===== src/vips_pkg.sv =====
/*
  Constants, field layouts and carrier structs for the vectored interrupt
  and program counter sequencer.
  Assumes a single 100 MHz clock domain and an AXI4-Lite register master.
*/
package vips_pkg;
  // Program counter layout
  localparam int PC_W = 13; // Page plus offset
  localparam int OFS_W = 7; // In-page offset width
  localparam int PAGE_W = 6; // Page field width
  localparam logic [OFS_W-1:0] OFS_LAST = 7'h7f; // Last word of a page
  localparam logic [PC_W-1:0] PC_RST = 13'h0000; // Start address
  localparam logic [PC_W-1:0] PC_STEP = 13'h0001; // One-word instruction
  localparam int PAGE_WORDS = 128; // Words per page
  localparam int WORD_W = 10; // Program word width
  localparam int TABLE_W = 8; // Data bits of a program word

  // Fixed pages and vector offsets
  localparam logic [PAGE_W-1:0] VEC_PAGE = 6'h01; // Vector page
  localparam logic [PAGE_W-1:0] CALL_PAGE = 6'h02; // Common subroutine page
  localparam logic [OFS_W-1:0] VEC_PIN = 7'h00;
  localparam logic [OFS_W-1:0] VEC_T1 = 7'h04;
  localparam logic [OFS_W-1:0] VEC_T2 = 7'h06;
  localparam logic [OFS_W-1:0] VEC_T3 = 7'h08;

  // Sources in priority order, index 0 highest
  localparam int NSRC = 4;
  localparam int SRC_PIN = 0;
  localparam int SRC_T1 = 1;
  localparam int SRC_T2 = 2;
  localparam int SRC_T3 = 3;

  // Enable bit positions in the two control registers
  localparam int EN_W = 4;
  localparam int EN_A_PIN = 0;
  localparam int EN_A_T1 = 2;
  localparam int EN_A_T2 = 3;
  localparam int EN_B_T3 = 0;
  localparam logic [EN_W-1:0] EN_RST = 4'h0;

  // Take latency in machine cycles
  localparam logic [1:0] LAT_SHORT = 2'h2;
  localparam logic [1:0] LAT_LONG = 2'h3;
  localparam logic [1:0] LAT_ONE = 2'h1;

  // Register byte addresses
  localparam int ADDR_W = 8;
  localparam logic [ADDR_W-1:0] ADDR_EN_A = 8'h00;
  localparam logic [ADDR_W-1:0] ADDR_EN_B = 8'h04;
  localparam logic [ADDR_W-1:0] ADDR_STATUS = 8'h08;
  localparam logic [ADDR_W-1:0] ADDR_PC = 8'h0c;
  localparam logic [ADDR_W-1:0] ADDR_TABLE = 8'h10;
  localparam logic [1:0] RESP_OKAY = 2'h0;
  localparam logic [1:0] RESP_SLVERR = 2'h2;

  typedef enum logic {ST_IDLE, ST_WAIT} vips_take_e;

  typedef struct packed {
    logic awvalid;
    logic [ADDR_W-1:0] awaddr;
    logic wvalid;
    logic [31:0] wdata;
    logic [3:0] wstrb;
    logic bready;
    logic arvalid;
    logic [ADDR_W-1:0] araddr;
    logic rready;
  } vips_axi_req_s;

  typedef struct packed {
    logic awready;
    logic wready;
    logic bvalid;
    logic [1:0] bresp;
    logic arready;
    logic rvalid;
    logic [31:0] rdata;
    logic [1:0] rresp;
  } vips_axi_rsp_s;

  // One command word per machine cycle from the instruction sequencer
  typedef struct packed {
    logic instr_done; // An instruction finished this cycle
    logic multi_cycle; // A multi-cycle instruction is executing
    logic branch_load; // Branch, call, return: load target
    logic [PC_W-1:0] branch_target;
    logic page_two_call_instr; // One-word call into page 2
    logic [OFS_W-1:0] call_offset;
    logic table_read_instr; // Read low bits of rom_word
    logic enable_irq_instr;
    logic disable_irq_instr;
    logic [NSRC-1:0] skip_on; // Test-and-skip per source
  } vips_seq_cmd_s;
endpackage


===== src/vips_core.sv =====
/*
  Vectored interrupt controller with the paged program counter it steers.
  Assumes the sequencer drives vips_seq_cmd_s synchronously on mclk, timer
  underflows are one-cycle pulses on mclk, and the pin is asynchronous.
*/
// The AXI4-Lite register port and the register offsets are this design's own decisions.
// Functional notes
// RQ1 - PC counts up by instruction length
// RQ2 - Branch, call, return, table load target
// RQ3 - PC is page field plus 7-bit offset
// RQ4 - Offset 127 wraps to 0, page advances
// RQ5 - Pages of 128 ten-bit words
// RQ6 - Page 1 low region holds vectors
// RQ7 - Page 2 reachable by one-word call
// RQ8 - Table read returns low eight bits
// RQ9 - Take needs flag, enable, global enable
// RQ10 - Enable and disable instructions set global flag
// RQ11 - Accepting an interrupt clears global enable
// RQ12 - Enable bit 1 disables test-and-skip
// RQ13 - Activating condition sets request flag
// RQ14 - Flag clears on accept or skip
// RQ15 - Flags set regardless of enables, sticky
// RQ16 - Pending request taken once enabled
// RQ17 - Priority pin, timer 1, 2, 3
// RQ18 - Vectors at page 1 offsets 0,4,6,8
// RQ19 - Pin level change, timer underflow activate
// RQ20 - Enable bits in two control registers
// RQ21 - Enable bit 0 blocks, skip works
// RQ22 - Accept clears own flag, saves context
// RQ23 - Take 2 or 3 cycles after conditions
// RQ24 - Enable acts after one more instruction
`timescale 1ns/10ps
module vips_core (
  input wire logic mclk,
  input wire logic arst_n,
  input wire vips_pkg::vips_axi_req_s axi_req,
  output vips_pkg::vips_axi_rsp_s axi_rsp,
  input wire vips_pkg::vips_seq_cmd_s seq_cmd,
  input wire logic [vips_pkg::WORD_W-1:0] rom_word,
  input wire logic irq_pin,
  input wire logic timer_one_underflow,
  input wire logic timer_two_underflow,
  input wire logic timer_three_underflow,
  output logic [vips_pkg::PC_W-1:0] pc_out,
  output logic irq_take,
  output logic [vips_pkg::PC_W-1:0] irq_return_addr,
  output logic irq_context_save,
  output logic skip_next,
  output logic [vips_pkg::TABLE_W-1:0] table_data,
  output logic [vips_pkg::NSRC-1:0] request_flags,
  output logic global_irq_enable_flag
);
  // Program counter and its fields
  logic [vips_pkg::PC_W-1:0] pc_reg;
  logic [vips_pkg::PAGE_W-1:0] pc_page_field;
  logic [vips_pkg::OFS_W-1:0] pc_offset_field;
  // Control registers written by software
  logic [vips_pkg::EN_W-1:0] irq_enable_reg_a;
  logic [vips_pkg::EN_W-1:0] irq_enable_reg_b;
  // Request flags and global enable
  logic pin_event_request_flag;
  logic timer_one_request_flag;
  logic timer_two_request_flag;
  logic timer_three_request_flag;
  logic [vips_pkg::NSRC-1:0] flag_reg;
  logic gie_reg;
  logic ei_arm_reg; // Enable waits for one more instruction
  // Pin synchroniser and edge history
  logic pin_sync1_reg;
  logic pin_sync2_reg;
  logic pin_prev_reg;
  // Take sequencer
  vips_pkg::vips_take_e take_st_reg;
  logic [1:0] take_cnt_reg;
  // Output registers
  logic irq_take_reg;
  logic [vips_pkg::PC_W-1:0] ret_addr_reg;
  logic skip_reg;
  logic [vips_pkg::TABLE_W-1:0] table_reg;
  vips_pkg::vips_axi_rsp_s rsp_reg;
  // AXI capture
  logic aw_held_reg;
  logic w_held_reg;
  logic [vips_pkg::ADDR_W-1:0] awaddr_reg;
  logic [31:0] wdata_reg;
  logic [3:0] wstrb_reg;
  // Combinational terms
  logic [vips_pkg::NSRC-1:0] event_vec;
  logic [vips_pkg::NSRC-1:0] enable_vec;
  logic [vips_pkg::NSRC-1:0] ready_vec;
  logic [vips_pkg::NSRC-1:0] skip_clr;
  logic [vips_pkg::NSRC-1:0] take_clr;
  logic take_cond;
  logic take_now;
  logic [vips_pkg::OFS_W-1:0] take_vec;
  logic [vips_pkg::NSRC-1:0] take_sel;
  logic wr_fire;

  assign pc_page_field = pc_reg[vips_pkg::PC_W-1:vips_pkg::OFS_W]; // RQ3
  assign pc_offset_field = pc_reg[vips_pkg::OFS_W-1:0]; // RQ3
  assign pin_event_request_flag = flag_reg[vips_pkg::SRC_PIN];
  assign timer_one_request_flag = flag_reg[vips_pkg::SRC_T1];
  assign timer_two_request_flag = flag_reg[vips_pkg::SRC_T2];
  assign timer_three_request_flag = flag_reg[vips_pkg::SRC_T3];

  // Pin passes two flops before the edge detector looks at it
  always_ff @(posedge mclk or negedge arst_n) begin
    if (!arst_n) begin
      pin_sync1_reg <= 1'b0;
      pin_sync2_reg <= 1'b0;
      pin_prev_reg <= 1'b0;
    end else begin
      pin_sync1_reg <= irq_pin;
      pin_sync2_reg <= pin_sync1_reg;
      pin_prev_reg <= pin_sync2_reg;
    end
  end

  // Activating events; either pin edge counts
  always_comb begin
    event_vec = '0;
    event_vec[vips_pkg::SRC_PIN] = pin_sync2_reg ^ pin_prev_reg; // RQ19
    event_vec[vips_pkg::SRC_T1] = timer_one_underflow; // RQ19
    event_vec[vips_pkg::SRC_T2] = timer_two_underflow;
    event_vec[vips_pkg::SRC_T3] = timer_three_underflow;
  end

  // Enable bits gathered from both control registers
  always_comb begin
    enable_vec = '0;
    enable_vec[vips_pkg::SRC_PIN] = irq_enable_reg_a[vips_pkg::EN_A_PIN]; // RQ20
    enable_vec[vips_pkg::SRC_T1] = irq_enable_reg_a[vips_pkg::EN_A_T1]; // RQ20
    enable_vec[vips_pkg::SRC_T2] = irq_enable_reg_a[vips_pkg::EN_A_T2]; // RQ20
    enable_vec[vips_pkg::SRC_T3] = irq_enable_reg_b[vips_pkg::EN_B_T3]; // RQ20
  end

  // Sources eligible for the vector mechanism
  assign ready_vec = flag_reg & enable_vec; // RQ9
  assign take_cond = gie_reg && (|ready_vec); // RQ9 RQ16

  // Fixed priority: lowest index wins
  always_comb begin
    take_sel = '0;
    take_vec = vips_pkg::VEC_T3;
    if (ready_vec[vips_pkg::SRC_PIN]) begin // RQ17
      take_sel[vips_pkg::SRC_PIN] = 1'b1;
      take_vec = vips_pkg::VEC_PIN; // RQ18
    end else if (ready_vec[vips_pkg::SRC_T1]) begin
      take_sel[vips_pkg::SRC_T1] = 1'b1;
      take_vec = vips_pkg::VEC_T1; // RQ18
    end else if (ready_vec[vips_pkg::SRC_T2]) begin
      take_sel[vips_pkg::SRC_T2] = 1'b1;
      take_vec = vips_pkg::VEC_T2; // RQ18
    end else if (ready_vec[vips_pkg::SRC_T3]) begin
      take_sel[vips_pkg::SRC_T3] = 1'b1;
      take_vec = vips_pkg::VEC_T3; // RQ18
    end
  end

  // Take fires when the latency count runs out with conditions still true
  assign take_now = (take_st_reg == vips_pkg::ST_WAIT) && (take_cnt_reg == '0) && take_cond;
  assign take_clr = take_now ? take_sel : '0; // RQ22

  // Skip works only while the enable bit is 0 and the flag is up
  assign skip_clr = seq_cmd.skip_on & ~enable_vec & flag_reg; // RQ12 RQ21

  // Latency counter: 2 cycles, 3 during a multi-cycle instruction
  always_ff @(posedge mclk or negedge arst_n) begin
    if (!arst_n) begin
      take_st_reg <= vips_pkg::ST_IDLE;
      take_cnt_reg <= '0;
    end else begin
      case (take_st_reg)
        vips_pkg::ST_IDLE: begin
          if (take_cond) begin
            take_st_reg <= vips_pkg::ST_WAIT;
            take_cnt_reg <= (seq_cmd.multi_cycle ? vips_pkg::LAT_LONG
                                                 : vips_pkg::LAT_SHORT) - vips_pkg::LAT_ONE; // RQ23
          end
        end
        vips_pkg::ST_WAIT: begin
          // Conditions withdrawn, e.g. disable or an enable bit cleared: abandon quietly
          if (!take_cond || take_now) begin
            take_st_reg <= vips_pkg::ST_IDLE;
          end else begin
            take_cnt_reg <= take_cnt_reg - vips_pkg::LAT_ONE; // RQ23
          end
        end
        default: begin
          take_st_reg <= vips_pkg::ST_IDLE;
        end
      endcase
    end
  end

  // Request flags; a new event beats a clear in the same cycle
  genvar gi;
  generate
    for (gi = 0; gi < vips_pkg::NSRC; gi++) begin : g_flag
      always_ff @(posedge mclk or negedge arst_n) begin
        if (!arst_n) begin
          flag_reg[gi] <= 1'b0;
        end else if (event_vec[gi]) begin
          flag_reg[gi] <= 1'b1; // RQ13 RQ15
        end else if (take_clr[gi] || skip_clr[gi]) begin
          flag_reg[gi] <= 1'b0; // RQ14 RQ22
        end
      end
    end
  endgenerate

  // Global enable: disable is immediate, enable waits one instruction
  always_ff @(posedge mclk or negedge arst_n) begin
    if (!arst_n) begin
      gie_reg <= 1'b0;
      ei_arm_reg <= 1'b0;
    end else if (take_now) begin
      gie_reg <= 1'b0; // RQ11
      ei_arm_reg <= 1'b0;
    end else if (seq_cmd.disable_irq_instr) begin
      gie_reg <= 1'b0; // RQ10
      ei_arm_reg <= 1'b0;
    end else if (seq_cmd.enable_irq_instr) begin
      ei_arm_reg <= 1'b1; // RQ24
    end else if (ei_arm_reg && seq_cmd.instr_done) begin
      gie_reg <= 1'b1; // RQ10 RQ24
      ei_arm_reg <= 1'b0;
    end
  end

  // Program counter; vector load beats every instruction update
  always_ff @(posedge mclk or negedge arst_n) begin
    if (!arst_n) begin
      pc_reg <= vips_pkg::PC_RST;
    end else if (take_now) begin
      pc_reg <= {vips_pkg::VEC_PAGE, take_vec}; // RQ6 RQ18
    end else if (seq_cmd.branch_load) begin
      pc_reg <= seq_cmd.branch_target; // RQ2
    end else if (seq_cmd.page_two_call_instr) begin
      pc_reg <= {vips_pkg::CALL_PAGE, seq_cmd.call_offset}; // RQ7
    end else if (seq_cmd.instr_done) begin
      // Plain binary add: offset 127 carries into the page field
      pc_reg <= pc_reg + vips_pkg::PC_STEP; // RQ1 RQ4 RQ5
    end
  end

  // Take pulse, return address and context save strobe
  always_ff @(posedge mclk or negedge arst_n) begin
    if (!arst_n) begin
      irq_take_reg <= 1'b0;
      ret_addr_reg <= vips_pkg::PC_RST;
    end else begin
      irq_take_reg <= take_now; // RQ22
      if (take_now) begin
        ret_addr_reg <= pc_reg; // RQ22
      end
    end
  end

  // Skip result and table read data
  always_ff @(posedge mclk or negedge arst_n) begin
    if (!arst_n) begin
      skip_reg <= 1'b0;
      table_reg <= '0;
    end else begin
      skip_reg <= |skip_clr; // RQ14
      if (seq_cmd.table_read_instr) begin
        table_reg <= rom_word[vips_pkg::TABLE_W-1:0]; // RQ8
      end
    end
  end

  // AXI write: address and data captured in either order
  assign wr_fire = aw_held_reg && w_held_reg && !rsp_reg.bvalid;
  always_ff @(posedge mclk or negedge arst_n) begin
    if (!arst_n) begin
      aw_held_reg <= 1'b0;
      w_held_reg <= 1'b0;
      awaddr_reg <= '0;
      wdata_reg <= '0;
      wstrb_reg <= '0;
    end else begin
      if (axi_req.awvalid && rsp_reg.awready) begin
        aw_held_reg <= 1'b1;
        awaddr_reg <= axi_req.awaddr;
      end else if (wr_fire) begin
        aw_held_reg <= 1'b0;
      end
      if (axi_req.wvalid && rsp_reg.wready) begin
        w_held_reg <= 1'b1;
        wdata_reg <= axi_req.wdata;
        wstrb_reg <= axi_req.wstrb;
      end else if (wr_fire) begin
        w_held_reg <= 1'b0;
      end
    end
  end

  // Control registers; only byte lane 0 carries bits
  always_ff @(posedge mclk or negedge arst_n) begin
    if (!arst_n) begin
      irq_enable_reg_a <= vips_pkg::EN_RST;
      irq_enable_reg_b <= vips_pkg::EN_RST;
    end else if (wr_fire && wstrb_reg[0]) begin
      if (awaddr_reg == vips_pkg::ADDR_EN_A) begin
        irq_enable_reg_a <= wdata_reg[vips_pkg::EN_W-1:0]; // RQ20
      end else if (awaddr_reg == vips_pkg::ADDR_EN_B) begin
        irq_enable_reg_b <= wdata_reg[vips_pkg::EN_W-1:0]; // RQ20
      end
    end
  end

  // Bus responses; unmapped addresses answer SLVERR
  always_ff @(posedge mclk or negedge arst_n) begin
    if (!arst_n) begin
      rsp_reg <= '0;
    end else begin
      // Each ready only while its own channel holds nothing, so one write at a time
      rsp_reg.awready <= !aw_held_reg && !(axi_req.awvalid && rsp_reg.awready);
      rsp_reg.wready <= !w_held_reg && !(axi_req.wvalid && rsp_reg.wready);
      if (wr_fire) begin
        rsp_reg.bvalid <= 1'b1;
        rsp_reg.bresp <= (awaddr_reg == vips_pkg::ADDR_EN_A || awaddr_reg == vips_pkg::ADDR_EN_B
                          || awaddr_reg == vips_pkg::ADDR_STATUS || awaddr_reg == vips_pkg::ADDR_PC
                          || awaddr_reg == vips_pkg::ADDR_TABLE)
                         ? vips_pkg::RESP_OKAY : vips_pkg::RESP_SLVERR;
      end else if (axi_req.bready) begin
        rsp_reg.bvalid <= 1'b0;
      end
      // Read side: one outstanding read
      if (axi_req.arvalid && rsp_reg.arready) begin
        rsp_reg.arready <= 1'b0;
        rsp_reg.rvalid <= 1'b1;
        rsp_reg.rresp <= vips_pkg::RESP_OKAY;
        rsp_reg.rdata <= '0;
        case (axi_req.araddr)
          vips_pkg::ADDR_EN_A: rsp_reg.rdata[vips_pkg::EN_W-1:0] <= irq_enable_reg_a;
          vips_pkg::ADDR_EN_B: rsp_reg.rdata[vips_pkg::EN_W-1:0] <= irq_enable_reg_b;
          vips_pkg::ADDR_STATUS: rsp_reg.rdata[vips_pkg::NSRC+1:0] <= {ei_arm_reg, gie_reg,
                                                                      flag_reg};
          vips_pkg::ADDR_PC: rsp_reg.rdata[vips_pkg::PC_W-1:0] <= pc_reg;
          vips_pkg::ADDR_TABLE: rsp_reg.rdata[vips_pkg::TABLE_W-1:0] <= table_reg;
          default: rsp_reg.rresp <= vips_pkg::RESP_SLVERR;
        endcase
      end else if (rsp_reg.rvalid && axi_req.rready) begin
        rsp_reg.rvalid <= 1'b0;
        rsp_reg.arready <= 1'b1;
      end else if (!rsp_reg.rvalid) begin
        rsp_reg.arready <= 1'b1;
      end
    end
  end

  // All outputs straight from flops
  assign axi_rsp = rsp_reg;
  assign pc_out = pc_reg;
  assign irq_take = irq_take_reg;
  assign irq_return_addr = ret_addr_reg;
  assign irq_context_save = irq_take_reg; // RQ22
  assign skip_next = skip_reg;
  assign table_data = table_reg;
  assign request_flags = flag_reg;
  assign global_irq_enable_flag = gie_reg;

  // Checks
  property p_vector;
    @(posedge mclk) disable iff (!arst_n)
      take_now |=> (pc_reg[vips_pkg::PC_W-1:vips_pkg::OFS_W] == vips_pkg::VEC_PAGE);
  endproperty
  a_vector: assert property (p_vector) else $error("PC not in vector page"); // RQ18

  property p_gie_clear;
    @(posedge mclk) disable iff (!arst_n)
      take_now |=> !gie_reg ##1 irq_take_reg == 1'b0;
  endproperty
  a_gie_clear: assert property (p_gie_clear) else $error("Global enable kept"); // RQ11

  property p_flag_set;
    @(posedge mclk) disable iff (!arst_n)
      timer_one_underflow |=> timer_one_request_flag;
  endproperty
  a_flag_set: assert property (p_flag_set) else $error("Timer 1 flag not set"); // RQ13

  property p_skip_clear;
    @(posedge mclk) disable iff (!arst_n)
      (skip_clr[vips_pkg::SRC_T2] && !timer_two_underflow) |=> !timer_two_request_flag && skip_reg;
  endproperty
  a_skip_clear: assert property (p_skip_clear) else $error("Skip did not clear"); // RQ14

  property p_wrap;
    @(posedge mclk) disable iff (!arst_n)
      (seq_cmd.instr_done && !take_now && !seq_cmd.branch_load && !seq_cmd.page_two_call_instr
       && pc_reg[vips_pkg::OFS_W-1:0] == vips_pkg::OFS_LAST)
      |=> (pc_reg[vips_pkg::OFS_W-1:0] == '0)
          && (pc_reg[vips_pkg::PC_W-1:vips_pkg::OFS_W] == $past(pc_page_field) + 1'b1);
  endproperty
  a_wrap: assert property (p_wrap) else $error("Page wrap wrong"); // RQ4

  property p_latency;
    @(posedge mclk) disable iff (!arst_n)
      (take_st_reg == vips_pkg::ST_IDLE && take_cond && !seq_cmd.multi_cycle
       && !event_vec[vips_pkg::SRC_PIN])
      ##1 take_cond ##1 take_cond |-> take_now;
  endproperty
  a_latency: assert property (p_latency) else $error("Take not at second cycle"); // RQ23

  property p_ei_delay;
    @(posedge mclk) disable iff (!arst_n)
      (seq_cmd.enable_irq_instr && !gie_reg && !seq_cmd.disable_irq_instr) |=> !gie_reg;
  endproperty
  a_ei_delay: assert property (p_ei_delay) else $error("Enable acted at once"); // RQ24

  property p_needs_all;
    @(posedge mclk) disable iff (!arst_n)
      take_now |-> gie_reg && (|(flag_reg & enable_vec));
  endproperty
  a_needs_all: assert property (p_needs_all) else $error("Take without conditions"); // RQ9

  property p_priority;
    @(posedge mclk) disable iff (!arst_n)
      (take_now && ready_vec[vips_pkg::SRC_PIN])
      |=> pc_reg[vips_pkg::OFS_W-1:0] == vips_pkg::VEC_PIN;
  endproperty
  a_priority: assert property (p_priority) else $error("Pin not served first"); // RQ17

  property p_call;
    @(posedge mclk) disable iff (!arst_n)
      (seq_cmd.page_two_call_instr && !take_now && !seq_cmd.branch_load)
      |=> pc_reg[vips_pkg::PC_W-1:vips_pkg::OFS_W] == vips_pkg::CALL_PAGE;
  endproperty
  a_call: assert property (p_call) else $error("Call not into page 2"); // RQ7
endmodule // vips_core


===== config.mk =====
export PLATFORM = sky130hd
export DESIGN_NAME = vips_core
export DESIGN_NICKNAME = d
export VERILOG_FILES = /design/src/vips_pkg.sv /design/src/vips_core.sv
export SDC_FILE = /design/constraint.sdc
export NUM_CORES = 1
export LEC_CHECK = 0
export BUFFER_PORTS_ARGS = -buffer_cell sky130_fd_sc_hd__buf_2
export CAP_MARGIN = 20
export CORE_MARGIN = 4
export CORE_UTILIZATION = 52
export CTS_CLUSTER_DIAMETER = 40
export DETAILED_ROUTE_END_ITERATION = 16
export MAX_ROUTING_LAYER = met4
export PLACE_DENSITY = 0.83
export SKIP_LAST_GASP = 1
export SLEW_MARGIN = 40
export SYNTH_ARGS = -nofsm -noshare
export SYNTH_HDL_FRONTEND = slang
export SYNTH_SLANG_ARGS = --single-unit

===== constraint.sdc =====
create_clock -name mclk -period 3.9 [get_ports mclk]
set_input_delay 0.585 -clock mclk [delete_from_list [all_inputs] [get_ports mclk]]
set_output_delay 0.585 -clock mclk [all_outputs]
set_load 0.005 [all_outputs]

==> results of run 1 <==
## routing by layer
| metal | vias to the layer above | wire length [µm] | global-route usage (%) |
|---|---|---|---|
| met1 | 1767 | 4650 | 28.6 |
| met4 | 0 | 76 | 4.91 |
| met5 | - | 0 | - |
| met3 | 8 | 947 | 5.92 |
| met2 | 149 | 5390 | 35.8 |
| li1 | 1720 | - | - |
## cell type report
class                      instances  area share (%)
sequential                        91            42.0
inverter                          19            1.32
tap                              105            2.42
clock buffer                      11            2.79
clock inverter                     5            1.98
multi-input combinational        287            36.5
timing repair buffer             135            13.0
## metrics by stage
step	std cells	setup slack [ns]	utilization [%]	hold WS, ns
after floorplan	439	2.09	-	0.289
after global placement	635	1.71	61.4	0.335
after detailed placement	637	1.65	61.8	0.343
after CTS	653	1.83	64.9	0.248
after global routing	653	1.73	65.0	0.263
final	653	1.84	65.0	0.200
## cells by family after synthesis
| logic type | after synthesis | share of synthesized area [%] |
|---|---|---|
| xor gates and xnor gates | 5 | 0.970 |
| and+or+nand+nor | 120 | 13.6 |
| buffers and inverters | 61 | 7.68 |
| adders and majority gates | 1 | 0.277 |
| other | 1 | 0.0831 |
| AOI/OAI and AO/OA | 91 | 14.0 |
| DFF | 91 | 50.4 |
| muxes | 49 | 12.9 |
## how the worst max path moves through the flow
stage	endpoint	slack, ns	cells past startpoint
after floorplan	axi_rsp[1]$_DFFE_PN0P_	2.09	4
after CTS	take_cnt_reg[1]$_DFFE_PN0P_	1.83	3
after detailed placement	axi_rsp[4]$_DFFE_PN0P_	1.65	5
after global routing	take_cnt_reg[1]$_DFFE_PN0P_	1.73	3
final	take_cnt_reg[1]$_DFFE_PN0P_	1.84	3
after global placement	pc_out[3]$_DFFE_PN0P_	1.71	5
## placed cells by master, fill, tap and decap left out, types with 11 or more instances in the layout
| cell type | synthesis | final |
|---|---|---|
| a21oi_1 | 24 | 24 |
| buf_2 | 4 | 131 |
| clkbuf_8 | 0 | 11 |
| conb_1 | 1 | 21 |
| dfrtp_1 | 91 | 91 |
| inv_1 | 19 | 19 |
| mux2_2 | 31 | 31 |
| mux2_4 | 11 | 11 |
| nand2_1 | 42 | 42 |
| nor2_1 | 19 | 19 |
| o21ai_0 | 14 | 14 |
## report_power, final
| part | switching, W | internal, W | total, W |
|---|---|---|---|
| registers | 0.000150 | 0.00110 | 0.00125 |
| logic | 0.000205 | 0.000227 | 0.000432 |
| clock network | 0.000334 | 0.000464 | 0.000799 |
## worst max-delay path, delay by kind of cell (launching register included)
family / cells / cell delay (ns)
flip-flops: 1 / 0.47
AO/OA/AOI/OAI: 3 / 1.50
==> results_dict.tcl, run 1 <==
set metrics [dict create \
    die_h_um 101 \
    io_pins 187 \
    ant_nets 0 \
    post-dp-hpwl_mm 8.33 \
    startpoint_type "flop" \
    fp.coreArea_mm2 0.00834 \
    worstHoldPathType "primary input to async pin" \
    synth_largest_area_cell "dfrtp_1" \
    finalSetupTns_ns 0 \
    cp_max_fo 7 \
    power_leakage_nw 2.67 \
    grt_pass1_wl_mm 17.4 \
    port_buffers 132 \
    finalMaxSlewViolations 0 \
    seq_area_frac_synth_pct 50.4 \
    required_ns 4.15 \
    ys_seq_elements 91 \
    endpoint_kind "flop" \
    reg2reg_slack_ns 1.84 \
    seq_area_mm2 0.00228 \
    dpl-instance-area_mm2 0.00516 \
    grt_max_degree 74 \
    run_status "finished clean" \
    n_fill_cell 682 \
    min_period_ns 2.06 \
    drc_errors 0 \
    cts_hold_buffers 0 \
    ys_types 59 \
    fin_nets 648 \
    crit_chain "a222oi_1 -> a21boi_0 -> a32o_1" \
    period_share_pct 52.9 \
    r2r_cells 3 \
    syn2layout_area_growth_pct 20.1 \
    power_w 0.00248 \
    wirelength_mm 11.1 \
    vias 3644 \
    dr.pass1.iters 4 \
    clock_latency_ns 0.36 \
    timing.rr.start "timer_two_request_flag$_DFFE_PN0P_" \
    largest_reg_flops 20 \
    grt_pass1_vias 3554 \
    ys_top_cells_by_count "91 x dfrtp_1, 42 x nand2_1, 31 x mux2_2, 26 x buf_4, 24 x a21oi_1" \
    async_reset_ff_share_pct 100 \
    clock-sinks 91 \
    synth_top_area_share_pct 50.4 \
    syn_area_mm2 0.00451 \
    critPathSlowestCell "a222oi_1" \
    cp.arrival_ns 2.31 \
    yosysMostFrequentCell "dfrtp_1" \
    final_area_mm2 0.00542 \
    worst_pin_slew_ns 0.764 \
    synthTopCellsByArea "dfrtp_1 50%, mux2_2 7.7%, buf_4 4.3%" \
    htreeDepth 3 \
    multi_input_area_mm2 0.00198 \
    fmax_mhz 485 \
    rows 33 \
    r2r_end "take_cnt_reg[1]$_DFFE_PN0P_" \
    synth_ff_type "dfrtp_1" \
    criticalPathCategory "flop to flop" \
    antennaDiodeCount 0 \
    slowest_delay_ns 0.73 \
    cts_root_buf "clkbuf_8" \
    drive_above_1_share_pct 36.3 \
    fin_skew_ns 0.00964 \
    synthCells 419 \
    route.detailed.wl_per_inst_um 16.9 \
    vias_per_cell 5.58 \
    cts_inserted_buffers 9 \
    dieArea_mm2 0.0102 \
    grt_overflow 0 \
    setup_viol 0 \
    place.gp.congestion 0.904 \
    cts_setup_buffers 0 \
    irDropWorstVdd_mv 0.299 \
    clkTransAtPathRegs_ns 0.09 \
    synth_edf_count 0 \
    clock_path_buffers 2 \
    rsz0062_at_grt "false" \
    power_per_cell_area_mw_per_mm2 457 \
    cts_tree "yes" \
    startpoint "timer_two_request_flag$_DFFE_PN0P_" \
    yosys_warnings 0 \
    syn_area_per_cell_um2 10.8 \
    die_w_um 101 \
    maxCapViolations 0 \
    cts_resized 0 \
    start_util_pct 54.1 \
    groute.usage.overall_pct 22.3 \
    maxSlewHeadroom_pct 49.1 \
    antenna_found_initial 0 \
    drtIter0Drc 206 \
    final_hold_viol_count 0 \
]
No activity file was read; power rests on OpenSTA's default activity.
==> run 2: changes to the inputs <==
Settings changed: ABC_AREA set to 1, CORE_UTILIZATION 52 to 44, PLACE_DENSITY 0.83 to 0.74.
Clock period 3.9 ns to 1.7 ns, I/O delays scaled along.
==> run 2 against run 1 <==
  * Via count increased by 14%
  * Count of clock-buffer cells in the layout decreased by 1
  * Combinational power increased to 2.6 times the previous value
  * Sequential power increased by 120%
  * Synthesized cell count increased by 35%
  * Wire length increased by 6.0%
  * Power increased by 120%
  * Largest power group unchanged
==> results_dict.tcl, run 2 <==
set metrics [dict create \
    run_status "finished clean" \
    power_w 0.00557 \
    seq_area_frac_synth_pct 50.0 \
    route.detailed.wl_per_inst_um 13.8 \
    vias_per_cell 4.88 \
    synth_largest_area_cell "dfrtp_1" \
    min_period_ns 1.56 \
    vias 4141 \
    startpoint_type "flop" \
    fin_nets 816 \
    ys_top_cells_by_count "158 x nand2_1, 91 x dfrtp_1, 59 x nor2_1, 52 x inv_1, 40 x nand3_1" \
    drc_errors 0 \
    irDropWorstVdd_mv 0.753 \
    syn_area_mm2 0.00456 \
    largest_reg_flops 20 \
    synthTopCellsByArea "dfrtp_1 50%, nand2_1 13%, nor2_1 4.9%" \
    drtIter0Drc 208 \
    yosysMostFrequentCell "nand2_1" \
    reg2reg_slack_ns 0.14 \
    grt_pass1_vias 3887 \
    rsz0062_at_grt "false" \
    ys_seq_elements 91 \
    period_share_pct 91.8 \
    syn_area_per_cell_um2 8.06 \
    synth_ff_type "dfrtp_1" \
    yosys_warnings 0 \
    required_ns 2.01 \
    ant_nets 0 \
    cts_inserted_buffers 9 \
    fin_skew_ns 0.0102 \
    cts_root_buf "clkbuf_8" \
    endpoint_kind "flop" \
    dieArea_mm2 0.0120 \
    synth_edf_count 0 \
    io_pins 187 \
    ys_types 38 \
    syn2layout_area_growth_pct 23.7 \
    power_per_cell_area_mw_per_mm2 989 \
    synth_top_area_share_pct 50.0 \
    final_hold_viol_count 0 \
    fmax_mhz 641 \
    final_common_cell "nand2_1" \
    start_util_pct 46.0 \
    maxCapViolations 0 \
    setup_viol 0 \
    clock_path_buffers 2 \
    grt_pass1_wl_mm 18.9 \
    post-dp-hpwl_mm 9.26 \
    clock_latency_ns 0.37 \
    grt_max_degree 37 \
    clock-sinks 91 \
    cp_max_fo 13 \
    groute.usage.overall_pct 21.0 \
    cp.arrival_ns 1.87 \
    clkTransAtPathRegs_ns 0.09 \
    final_cell_mix "158 x nand2_1, 131 x buf_2, 91 x dfrtp_1" \
    async_reset_ff_share_pct 100 \
    cts_tree "yes" \
    criticalPathCategory "flop to flop" \
    fp.coreArea_mm2 0.00991 \
    finalMaxSlewViolations 0 \
    grt_overflow 0 \
    dr.pass1.iters 5 \
    die_w_um 110 \
    die_h_um 110 \
    finalSetupTns_ns 0 \
    antennaDiodeCount 0 \
    port_buffers 132 \
    htreeDepth 3 \
    place.gp.congestion 0.885 \
    n_fill_cell 928 \
    drive_above_1_share_pct 26.8 \
    antenna_found_initial 0 \
    wirelength_mm 11.7 \
    synthCells 565 \
    worstHoldPathType "primary input to flop" \
    power_leakage_nw 3.04 \
    rows 36 \
]
==> run 2: changes by cell type in the layout (fill, tap and decap cells not counted), sizes merged, moves of 6 or more <==
cell	change
nand2	+121
nor2	+43
mux2	-33
o21ai	+25
nand3	+31
inv	+38
mux2i	-6
buf	+15
==> run 2: cell families (layout without fill, tap and decap cells) <==
group	after synthesis	after routing	synth area share [%]
flops	91	91	50.0
simple gates	283	283	26.6
mux	10	10	2.44
buf+inv	93	224	10.1
xor+xnor	2	2	0.385
fa+ha+maj	1	1	0.275
other cells	1	21	0.0823
compound gates	84	84	10.1
==> run 2: final cells by class <==
type | count | area (µm²) | area share [%]
well taps | 133 | 166 | 2.95
flip-flops and latches | 91 | 2280 | 40.4
multi-input cells | 401 | 1900 | 33.7
clock buffers | 10 | 138 | 2.44
inverters | 56 | 213 | 3.78
clock inverters | 6 | 96.3 | 1.71
repair buffers | 152 | 843 | 15.0
==> run 2: layer usage <==
| metal | vias up | global-route usage, % | share of wire (%) |
|---|---|---|---|
| met4 | 0 | 7.21 | 1.8 |
| met3 | 20 | 4.46 | 7.7 |
| met1 | 1912 | 27.4 | 43 |
| met2 | 143 | 32.5 | 47 |
| met5 | - | - | 0 |
| li1 | 2066 | - | - |
==> run 2: worst max-delay path, cell delays in order, from the launching register on <==
cell     delay, ns
dfrtp_1       0.43
nand2_1       0.13
nand2_1       0.11
inv_2         0.06
nand2_4       0.08
nand3_4       0.20
nand2_8       0.17
nand2_4       0.09
nor2_2        0.12
nand2_1       0.06
nand2_1       0.05
==> run 2: final timing paths <==
check,from,to,depth (start not counted)
max in group asynchronous,arst_n,awaddr_reg[0]$_DFFE_PN0P_,3
worst max-delay path,timer_one_request_flag$_DFFE_PN0P_,pc_out[5]$_DFFE_PN0P_,10
min in group asynchronous,arst_n,axi_rsp[10]$_DFFE_PN0P_,2
worst min register to register,pin_sync1_reg$_DFF_PN0_,pin_sync2_reg$_DFF_PN0_,0
worst max register to register,timer_one_request_flag$_DFFE_PN0P_,pc_out[5]$_DFFE_PN0P_,10
worst min-delay path,timer_three_underflow,timer_three_request_flag$_DFFE_PN0P_,3
==> run 2: repair_timing <==
| item | in CTS | in global routing |
|---|---|---|
| endpoints found under the setup margin | 0 | 7 |
| resized for setup | 0 | 1 |
| hold buffers | 2 | 0 |
| endpoints found under the hold margin | 28 | 0 |
| setup buffers | 0 | 2 |
==> run 2: power breakdown <==
group          internal, W  leakage [nW]  switching [W]  total (W)
Sequential         0.00250          1.13       0.000211    0.00272
Combinational     0.000478          1.79       0.000666    0.00114
Clock             0.000886         0.115       0.000825    0.00171
Total              0.00387          3.04        0.00170    0.00557
==> run 2: stage by stage <==
step	instances	worst slack [ns]	hold slack, ns	util, %	cell area (µm²)
finish	849	0.139	0.0639	56.9	5630
global route	849	0.0200	0.0788	56.9	5630
CTS	847	0.112	0.0505	56.6	5610
detailed placement	829	0.143	0.217	54.1	5360
global placement	829	0.151	0.212	54.1	5360
floorplan	585	0.262	-0.0406	-	4630
